## src/common/subtract_skip_swap_consts.svh

```systemverilog
// offsets, field positions, reset values and timing counts of the execution block
`ifndef SUBTRACT_SKIP_SWAP_CONSTS_SVH
`define SUBTRACT_SKIP_SWAP_CONSTS_SVH

// ==========================================================================
// register byte addresses
`define OFS_CMD        8'h00
`define OFS_WORK       8'h04
`define OFS_FLAGS      8'h08
`define OFS_STAT       8'h0c
`define OFS_MEM_BASE   8'h40
`define MEM_SEL_HI     7
`define MEM_SEL_LO     6
`define MEM_SEL_VAL    2'h1
`define MEM_IDX_HI     5
`define MEM_IDX_LO     2

// ==========================================================================
// command word fields
`define CMD_OP_LO      0
`define CMD_BIT_LO     4
`define CMD_ADDR_LO    8
`define CMD_IMM_LO     16

// ==========================================================================
// flag and status bit positions
`define FLG_CARRY      0
`define FLG_HALF       1
`define FLG_ZERO       2
`define FLG_OVER       3
`define STAT_BUSY      0
`define STAT_SKIP      1
`define STAT_CYC_LO    4

// ==========================================================================
// reset values and timing
`define WORK_RST       8'h00
`define FLAGS_RST      4'h0
`define INSTR_DIV      2'h3

`endif

```

## src/common/subtract_skip_swap_pkg.sv

```systemverilog
// types shared by the execution block and its sub-modules
`default_nettype none

package subtract_skip_swap_pkg;

    // ======================================================================
    // instruction kinds
    typedef enum logic [2:0] {
        OP_SKIP_IF_BIT_SET,
        OP_SUB_WORK,
        OP_MINUS_INTO_MEMORY,
        OP_SUB_IMM,
        OP_SWAP
    } op_t;

    // ======================================================================
    // status flags
    typedef struct packed {
        logic signedRangeExceedBit;
        logic zero;
        logic halfCarry;
        logic carry;
    } flags_t;

    // ======================================================================
    // one decoded instruction
    typedef struct packed {
        logic [7:0] imm;
        logic [3:0] addr;
        logic [2:0] bitSel;
        op_t        op;
    } cmd_t;

    // register selection by address
    typedef enum logic [2:0] {
        SEL_CMD,
        SEL_WORK,
        SEL_FLAGS,
        SEL_STAT,
        SEL_MEM,
        SEL_NONE
    } reg_sel_t;

endpackage : subtract_skip_swap_pkg

`default_nettype wire

```

## src/subtract_skip_swap_exec.sv

```systemverilog
// instruction execution core for bit skip, subtract and nibble swap, with APB access
`timescale 1ns/1ps
`default_nettype none
`include "subtract_skip_swap_consts.svh"

// Function
// - bit-test skip: selected memory bit set means the next instruction is skipped
// - bit-test skip: tested bit clear means execution simply continues
// - taken skip lasts two instruction cycles, second one a dummy
// - register subtract: work register minus memory byte into work register
// - every subtract sets overflow, zero, half-carry; carry is inverted borrow
// - memory subtract: work minus memory into memory, work register unchanged
// - immediate subtract: work register minus instruction constant into work register
// - nibble exchange swaps low and high halves of a memory byte in place
module subtract_skip_swap_exec
    import subtract_skip_swap_pkg::*;
(
    input  wire logic        mclk,
    input  wire logic        rst,
    input  wire logic        psel,
    input  wire logic        penable,
    input  wire logic        pwrite,
    input  wire logic [7:0]  paddr,
    input  wire logic [31:0] pwdata,
    output logic      [31:0] prdata,
    output logic             pready,
    output logic             pslverr,
    output logic             busy,
    output logic             skipNext
);

    typedef enum logic [1:0] {
        ST_IDLE,
        ST_EXEC,
        ST_DUMMY
    } state_t;

    state_t      state_ff;
    logic [1:0]  divCnt_ff;
    logic        cycEn_ff;
    cmd_t        cmd_ff;
    logic [7:0]  work_ff;
    flags_t      flags_ff;
    logic        busy_ff;
    logic        skipPulse_ff;
    logic        lastSkip_ff;
    logic [1:0]  lastCycles_ff;
    logic [31:0] prdata_ff;
    logic        pready_ff;
    logic        pslverr_ff;

    logic        accessDone;
    logic        apbWrite;
    reg_sel_t    selNow;
    logic        cmdOpValid;
    logic        execNow;
    logic        skipTaken;
    logic [7:0]  memByte;
    logic [7:0]  busByte;
    logic [7:0]  subtrahend;
    logic [7:0]  diff;
    flags_t      subFlags;
    logic        memWrEn;
    logic [3:0]  memWrAddr;
    logic [7:0]  memWrData;
    logic [31:0] rdMux;
    logic        refuse;

    // ======================================================================
    // address decode, shared by read mux and error check
    function automatic reg_sel_t decodeAddr(input logic [7:0] a);
        reg_sel_t s;
        s = SEL_NONE;
        if (a[1:0] != 2'h0) begin
            s = SEL_NONE;
        end else if (a == `OFS_CMD) begin
            s = SEL_CMD;
        end else if (a == `OFS_WORK) begin
            s = SEL_WORK;
        end else if (a == `OFS_FLAGS) begin
            s = SEL_FLAGS;
        end else if (a == `OFS_STAT) begin
            s = SEL_STAT;
        end else if (a[`MEM_SEL_HI:`MEM_SEL_LO] == `MEM_SEL_VAL) begin
            s = SEL_MEM;
        end
        return s;
    endfunction : decodeAddr

    // only the five defined opcodes start an instruction
    function automatic logic isValidOp(input logic [2:0] code);
        return code <= 3'(OP_SWAP);
    endfunction : isValidOp

    // ======================================================================
    // instruction-cycle enable: one mclk pulse every four clocks
    always_ff @(posedge mclk or posedge rst) begin
        if (rst) begin
            divCnt_ff <= 2'h0;
            cycEn_ff  <= 1'b0;
        end else begin
            divCnt_ff <= (divCnt_ff == `INSTR_DIV) ? 2'h0 : divCnt_ff + 2'h1;
            cycEn_ff  <= (divCnt_ff == `INSTR_DIV);
        end
    end

    // ======================================================================
    // APB handshake terms
    assign accessDone = psel && penable && pready_ff;
    assign apbWrite   = accessDone && pwrite && !pslverr_ff;
    assign selNow     = decodeAddr(paddr);
    assign cmdOpValid = isValidOp(pwdata[`CMD_OP_LO +: 3]);

    // refused: unmapped, read-only status, bad opcode, or any write while busy
    always_comb begin
        refuse = 1'b0;
        if (selNow == SEL_NONE) begin
            refuse = 1'b1;
        end else if (pwrite && (busy_ff || selNow == SEL_STAT)) begin
            refuse = 1'b1;
        end else if (pwrite && selNow == SEL_CMD && !cmdOpValid) begin
            refuse = 1'b1;
        end
    end

    // read data assembled from the addressed register
    always_comb begin
        rdMux = 32'h0000_0000;
        case (selNow)
            SEL_CMD:   rdMux = 32'(cmd_ff);
            SEL_WORK:  rdMux = {24'h00_0000, work_ff};
            SEL_FLAGS: rdMux = {28'h000_0000, flags_ff};
            SEL_STAT: begin
                rdMux[`STAT_BUSY]          = busy_ff;
                rdMux[`STAT_SKIP]          = lastSkip_ff;
                rdMux[`STAT_CYC_LO +: 2]   = lastCycles_ff;
            end
            SEL_MEM:   rdMux = {24'h00_0000, busByte};
            default:   rdMux = 32'h0000_0000;
        endcase
    end

    // answer one cycle into the access phase; data and error latched with it
    always_ff @(posedge mclk or posedge rst) begin
        if (rst) begin
            pready_ff  <= 1'b0;
            pslverr_ff <= 1'b0;
            prdata_ff  <= 32'h0000_0000;
        end else if (psel && penable && !pready_ff) begin
            pready_ff  <= 1'b1;
            pslverr_ff <= refuse;
            prdata_ff  <= pwrite ? 32'h0000_0000 : rdMux;
        end else begin
            pready_ff  <= 1'b0;
            pslverr_ff <= 1'b0;
        end
    end

    // ======================================================================
    // command capture; a write to the command register starts execution
    always_ff @(posedge mclk or posedge rst) begin
        if (rst) begin
            cmd_ff <= '0;
        end else if (apbWrite && selNow == SEL_CMD) begin
            cmd_ff.op     <= op_t'(pwdata[`CMD_OP_LO +: 3]);
            cmd_ff.bitSel <= pwdata[`CMD_BIT_LO +: 3];
            cmd_ff.addr   <= pwdata[`CMD_ADDR_LO +: 4];
            cmd_ff.imm    <= pwdata[`CMD_IMM_LO +: 8];
        end
    end

    // ======================================================================
    // sequencer: execute on an instruction cycle, add a dummy if skipping
    assign execNow   = (state_ff == ST_EXEC) && cycEn_ff;
    assign skipTaken = (cmd_ff.op == OP_SKIP_IF_BIT_SET) && memByte[cmd_ff.bitSel];

    always_ff @(posedge mclk or posedge rst) begin
        if (rst) begin
            state_ff <= ST_IDLE;
        end else begin
            case (state_ff)
                ST_IDLE: begin
                    if (apbWrite && selNow == SEL_CMD) begin
                        state_ff <= ST_EXEC;
                    end
                end
                ST_EXEC: begin
                    if (cycEn_ff) begin
                        state_ff <= skipTaken ? ST_DUMMY : ST_IDLE;
                    end
                end
                ST_DUMMY: begin
                    if (cycEn_ff) begin
                        state_ff <= ST_IDLE;
                    end
                end
                default: state_ff <= ST_IDLE;
            endcase
        end
    end

    // busy from command acceptance until the last instruction cycle ends
    always_ff @(posedge mclk or posedge rst) begin
        if (rst) begin
            busy_ff <= 1'b0;
        end else if (apbWrite && selNow == SEL_CMD) begin
            busy_ff <= 1'b1;
        end else if (cycEn_ff && ((state_ff == ST_EXEC && !skipTaken) ||
                                  state_ff == ST_DUMMY)) begin
            busy_ff <= 1'b0;
        end
    end

    // skip pulse and record of the last instruction's cost
    always_ff @(posedge mclk or posedge rst) begin
        if (rst) begin
            skipPulse_ff  <= 1'b0;
            lastSkip_ff   <= 1'b0;
            lastCycles_ff <= 2'h0;
        end else begin
            skipPulse_ff <= execNow && skipTaken;
            if (execNow) begin
                lastSkip_ff   <= skipTaken;
                lastCycles_ff <= skipTaken ? 2'h2 : 2'h1;
            end
        end
    end

    // ======================================================================
    // datapath: memory and subtractor
    assign subtrahend = (cmd_ff.op == OP_SUB_IMM) ? cmd_ff.imm : memByte;

    sub_unit u_sub (
        .minuend    (work_ff),
        .subtrahend (subtrahend),
        .diff       (diff),
        .flags      (subFlags)
    );

    // exec writes win; bus writes are refused while busy so no clash
    always_comb begin
        memWrEn   = 1'b0;
        memWrAddr = paddr[`MEM_IDX_HI:`MEM_IDX_LO];
        memWrData = pwdata[7:0];
        if (execNow && cmd_ff.op == OP_MINUS_INTO_MEMORY) begin
            memWrEn   = 1'b1;
            memWrAddr = cmd_ff.addr;
            memWrData = diff;
        end else if (execNow && cmd_ff.op == OP_SWAP) begin
            memWrEn   = 1'b1;
            memWrAddr = cmd_ff.addr;
            memWrData = {memByte[3:0], memByte[7:4]};
        end else if (apbWrite && selNow == SEL_MEM) begin
            memWrEn   = 1'b1;
        end
    end

    data_mem u_mem (
        .mclk    (mclk),
        .rst     (rst),
        .wrEn    (memWrEn),
        .wrAddr  (memWrAddr),
        .wrData  (memWrData),
        .rdAddrA (cmd_ff.addr),
        .rdAddrB (paddr[`MEM_IDX_HI:`MEM_IDX_LO]),
        .rdDataA (memByte),
        .rdDataB (busByte)
    );

    // ======================================================================
    // work register: register and immediate subtract results, else software writes
    always_ff @(posedge mclk or posedge rst) begin
        if (rst) begin
            work_ff <= `WORK_RST;
        end else if (execNow && (cmd_ff.op == OP_SUB_WORK || cmd_ff.op == OP_SUB_IMM)) begin
            work_ff <= diff;
        end else if (apbWrite && selNow == SEL_WORK) begin
            work_ff <= pwdata[7:0];
        end
    end

    // flags move on subtracts and software writes; skip and swap keep them
    always_ff @(posedge mclk or posedge rst) begin
        if (rst) begin
            flags_ff <= `FLAGS_RST;
        end else if (execNow && (cmd_ff.op == OP_SUB_WORK ||
                                 cmd_ff.op == OP_MINUS_INTO_MEMORY ||
                                 cmd_ff.op == OP_SUB_IMM)) begin
            flags_ff <= subFlags;
        end else if (apbWrite && selNow == SEL_FLAGS) begin
            flags_ff <= pwdata[3:0];
        end
    end

    // ======================================================================
    // outputs straight from flip-flops
    assign prdata   = prdata_ff;
    assign pready   = pready_ff;
    assign pslverr  = pslverr_ff;
    assign busy     = busy_ff;
    assign skipNext = skipPulse_ff;

endmodule : subtract_skip_swap_exec

`default_nettype wire

```

## src/sub_unit.sv

```systemverilog
// 8-bit subtractor with overflow, zero, half-carry and carry results
`timescale 1ns/1ps
`default_nettype none

module sub_unit
    import subtract_skip_swap_pkg::*;
(
    input  wire logic [7:0] minuend,
    input  wire logic [7:0] subtrahend,
    output logic      [7:0] diff,
    output flags_t          flags
);

    logic [8:0] wide;
    logic [4:0] low;

    // add the inverse plus one: carry out is the inverted borrow
    always_comb begin
        wide = {1'b0, minuend} + {1'b0, ~subtrahend} + 9'h001;
        low  = {1'b0, minuend[3:0]} + {1'b0, ~subtrahend[3:0]} + 5'h01;
        diff = wide[7:0];
        flags.carry                = wide[8];
        flags.halfCarry            = low[4];
        flags.zero                 = (wide[7:0] == 8'h00);
        flags.signedRangeExceedBit = (minuend[7] != subtrahend[7])
                                   && (wide[7] != minuend[7]);
    end

endmodule : sub_unit

`default_nettype wire

```

## src/data_mem.sv

```systemverilog
// sixteen-byte data memory in flip-flops, one write port, two read ports
`timescale 1ns/1ps
`default_nettype none

module data_mem (
    input  wire logic       mclk,
    input  wire logic       rst,
    input  wire logic       wrEn,
    input  wire logic [3:0] wrAddr,
    input  wire logic [7:0] wrData,
    input  wire logic [3:0] rdAddrA,
    input  wire logic [3:0] rdAddrB,
    output logic      [7:0] rdDataA,
    output logic      [7:0] rdDataB
);

    logic [7:0] mem_ff [16];

    // ======================================================================
    // one flip-flop byte per location
    genvar i;
    generate
        for (i = 0; i < 16; i++) begin : g_byte
            always_ff @(posedge mclk or posedge rst) begin
                if (rst) begin
                    mem_ff[i] <= 8'h00;
                end else if (wrEn && (wrAddr == 4'(i))) begin
                    mem_ff[i] <= wrData;
                end
            end
        end
    endgenerate

    // reads are combinational so the exec cycle sees the byte at once
    assign rdDataA = mem_ff[rdAddrA];
    assign rdDataB = mem_ff[rdAddrB];

endmodule : data_mem

`default_nettype wire

```

## config.mk

```make
export PLATFORM = sky130hd
export DESIGN_NAME = subtract_skip_swap_exec
export DESIGN_NICKNAME = d
export VERILOG_FILES = /design/src/common/subtract_skip_swap_pkg.sv /design/src/subtract_skip_swap_exec.sv /design/src/sub_unit.sv /design/src/data_mem.sv
export VERILOG_INCLUDE_DIRS = /design/src /design/src/common
export SDC_FILE = /design/constraint.sdc
export NUM_CORES = 1
export LEC_CHECK = 0
export BUFFER_PORTS_ARGS = -buffer_cell sky130_fd_sc_hd__buf_2
export CORE_MARGIN = 10
export CORE_UTILIZATION = 55
export DETAILED_ROUTE_END_ITERATION = 8
export GPL_ROUTABILITY_DRIVEN = 0
export GPL_TIMING_DRIVEN = 1
export PLACE_DENSITY = 0.86
export SYNTH_ARGS = -nofsm -noshare
export SYNTH_HDL_FRONTEND = slang
export SYNTH_SLANG_ARGS = --single-unit
```

## constraint.sdc

```tcl
create_clock -name mclk -period 5.05 [get_ports mclk]
set_clock_uncertainty 0.05 [all_clocks]
set_input_delay 0.2525 -clock mclk [delete_from_list [all_inputs] [get_ports mclk]]
set_output_delay 0.2525 -clock mclk [all_outputs]
set_load 0.01 [all_outputs]
```

==> results.ini <==
[worst_setup_path]
crit_type = flip-flop to flip-flop
cpMostUsedCell = buf_4
cp-end-kind = flip-flop
critPathArrivalTime_ns = 4.96
critPathRequiredTime_ns = 5.30
crit_slowest_cell = dfrtp_1
startpoint_type = flip-flop
crit_path_max_fanout = 18
crit_chain = buf_4 > buf_4 > nor2b_1 > a221oi_1 > nor2_1 > o21ai_1 > mux2i_1 > ha_1 > nor2b_1 > o21ai_0 > a21oi_1 > o31ai_1 > a21oi_1 > xor2_1 > a221oi_1 > buf_4 > a31oi_1
cp_slowest_stage_delay_ns = 0.45

[yosys]
ys.flop_type = dfrtp_1
netlist_top_cells_area = dfrtp_1 45%, mux4_2 14%, mux2_2 14%
ys_ff_latch = 187
syn-cell-area_sq_mm = 0.0103
synth_edf_count = 0
synth_top_area_share = 0.453
ys_types = 62
yosysWarnings = 0
yosysTopAreaCell = dfrtp_1
syn_inst = 856
ys_seq_area_frac = 0.453
async_reset_ff_frac = 1.00
avgSynthCellArea_sq_um = 12.1

[sta]
rsz0062_at_grt = false
slew_viol_final = 0
setup_tns_ns = 0
final_hold_viol_count = 1
fin_worst_hold_slack_ns = -0.00367
fin_crit_sh = 0.933
layout_min_cycle_time_ns = 4.71
fmax_mhz = 212
timing.slew.headroom = 0.126
worst_slew_pin_slew_ns = 1.31
setup_viol = 0

[place]
place_hpwl_mm = 19.8
port_buffers = 54

[power]
power_frac_comb = 0.055
leakagePower_uw = 0.00544
p_int_uw = 2370
power.share.sequential = 0.485
p_sw_uw = 738
p_sw_frac = 0.238
p_per_area_mw_per_mm2 = 269
power_frac_clock = 0.460
ir_worst_vdd_mv = 0.277

[clock_tree]
cts.path.max_buffers = 2
clk_latency_ns = 0.45
cts-root-buf = clkbuf_16
cts.repair.resized = 0
cts_buffers = 17
clock_sinks = 187
cts_tree = yes
cts_max_level = 4
path_clk_slew_ns = 0.07

[finish]
fin_util = 0.623
final_cell_mix = 186 x dfrtp_1, 125 x mux2_2, 84 x nand2_1
multi_input_area_sq_mm = 0.00528
ff_latch_area_sq_mm = 0.00468
num-nets-final = 968
layout-drive-gt1-share = 0.338
syn_to_final_growth_pct = 11.9
fill_cells = 1373
final_common_cell = dfrtp_1
n_antenna_cell = 0

[detailed_routing]
postRouteAntennaNets = 0
routedWlPerCell_um = 24.8
viasPerCell = 6.66
first_pass_iters = 7
drt_first_iter_violations = 693
drt-total-wl_mm = 28.8
drc = 0
vias = 7728

[outcome]
outcome = complete, but fails checks
violations = negative hold slack

[floorplan]
die_w_um = 157
die_h_um = 157
core_region_area_sq_mm = 0.0186
start_util = 0.556
io_pins = 81
rows = 50
dieArea_sq_mm = 0.0247

[global_routing]
grt_max_degree = 65
grt_pass1_wl_mm = 44.8
first_global_vias = 7991
track_usage = 0.236
globalRoute.totalOverflow = 0
antenna_found_initial = 1

[job]
max_cap_violations = 0

[min_path]
worstHoldPathType = primary input to flip-flop

[metal layers]
layer | wire length [um] | up-vias | part of all wire | GRT usage
li1 | - | 3272 | - | -
met3 | 3230 | 99 | 0.11 | 0.0794
met5 | 17 | - | 0.00059 | 0
met4 | 1310 | 2 | 0.045 | 0.115
met1 | 10800 | 3886 | 0.37 | 0.287
met2 | 13500 | 469 | 0.47 | 0.372
[sequential cells by signal, indices dropped and copies added (netlist names), 2 cells and up]
register,count
prdata,18
work_ff,8
flags_ff,4
cmd_ff,18
state_ff,2
divCnt_ff,2
u_mem.mem_ff,128
[cells by family (layout without fill, tap and decap cells)]
logic type,Yosys count,in the layout,share of synthesized area
and+or+nand+nor,195,195,0.0881
muxes,226,226,0.310
AOI/OAI and AO/OA,139,139,0.0892
buffers and inverters,93,150,0.0420
xor gates and xnor gates,5,5,0.00424
other,1,14,0.000363
DFF,187,187,0.453
adders and majority gates,10,10,0.0128
[cell type report]
cell class                 instances  share of cell area
tap                              234              0.0253
inverter                          24             0.00811
sequential                       187               0.405
clock buffer                      20              0.0386
multi-input combinational        589               0.456
clock inverter                    12              0.0156
timing repair buffer              94              0.0519
[path summary, 6_finish.rpt]
check                             start                to  slack [ns]  cells after the start
setup / recovery              cmd_ff[7]  u_mem.mem_ff[47]        0.34                     17
hold / removal               pwdata[10]         cmd_ff[8]      -0.004                      3
setup reg to reg              cmd_ff[7]  u_mem.mem_ff[47]        0.34                     17
hold reg to reg            divCnt_ff[0]      divCnt_ff[0]        0.39                      1
max in group asynchronous           rst  u_mem.mem_ff[22]        3.18                      4
min in group asynchronous           rst            pready        0.47                      3
[power groups by stage]
| stage | logic, uW | registers [uW] | clock network, uW |
|---|---|---|---|
| 2_1_floorplan | 113 | 1540 | 0 |
| 3_3_place_gp | 160 | 1540 | 0 |
| 3_5_place_dp | 162 | 1540 | 0 |
| 4_1_cts | 171 | 1510 | 1430 |
| 5_1_grt | 187 | 1510 | 1490 |
| 6_report | 172 | 1510 | 1430 |
[cells in the mapped netlist (6+ instances only)]
cell / instances
nand2b_1: 10
nor2_1: 46
buf_2: 8
buf_4: 16
mux2_2: 125
mux4_2: 63
nand3_1: 8
ha_1: 9
a22o_1: 14
clkbuf_1: 39
dfrtp_1: 187
o21ai_0: 31
a21oi_1: 33
inv_1: 23
mux2i_1: 37
o221ai_1: 7
a21o_1: 6
nor3_1: 6
nand3b_1: 9
a221oi_1: 8
nand2_1: 84
[worst max-delay path: cells and delay by family (launching register included)]
| family | cells | cell delay, ns |
|---|---|---|
| AO/OA/AOI/OAI | 8 | 2.14 |
| XOR/XNOR | 1 | 0.22 |
| adder cells (fa/ha/maj) | 1 | 0.30 |
| buffers and inverters | 3 | 0.78 |
| flip-flops | 1 | 0.45 |
| multiplexers | 1 | 0.20 |
| AND/OR/NAND/NOR | 3 | 0.41 |
[timing repair]
item / in CTS / in global routing
hold buffers: 12 / 0
endpoints found under the hold margin: 49 / 0
setup buffers: 0 / 0
[stage by stage]
stage	area [sq um]	std cells	worst slack [ns]	power [uW]	hold slack, ns
6_report	11600	1160	0.339	3110	-0.00367
4_1_cts	11600	1160	0.461	3110	0.00844
5_1_grt	11600	1160	0.00440	3180	0.0172
3_5_place_dp	10800	1116	0.490	1700	0.381
3_3_place_gp	10800	1116	0.599	1690	0.364
2_1_floorplan	10400	869	0.853	1650	0.308
Power figures use the tool's default switching activity.
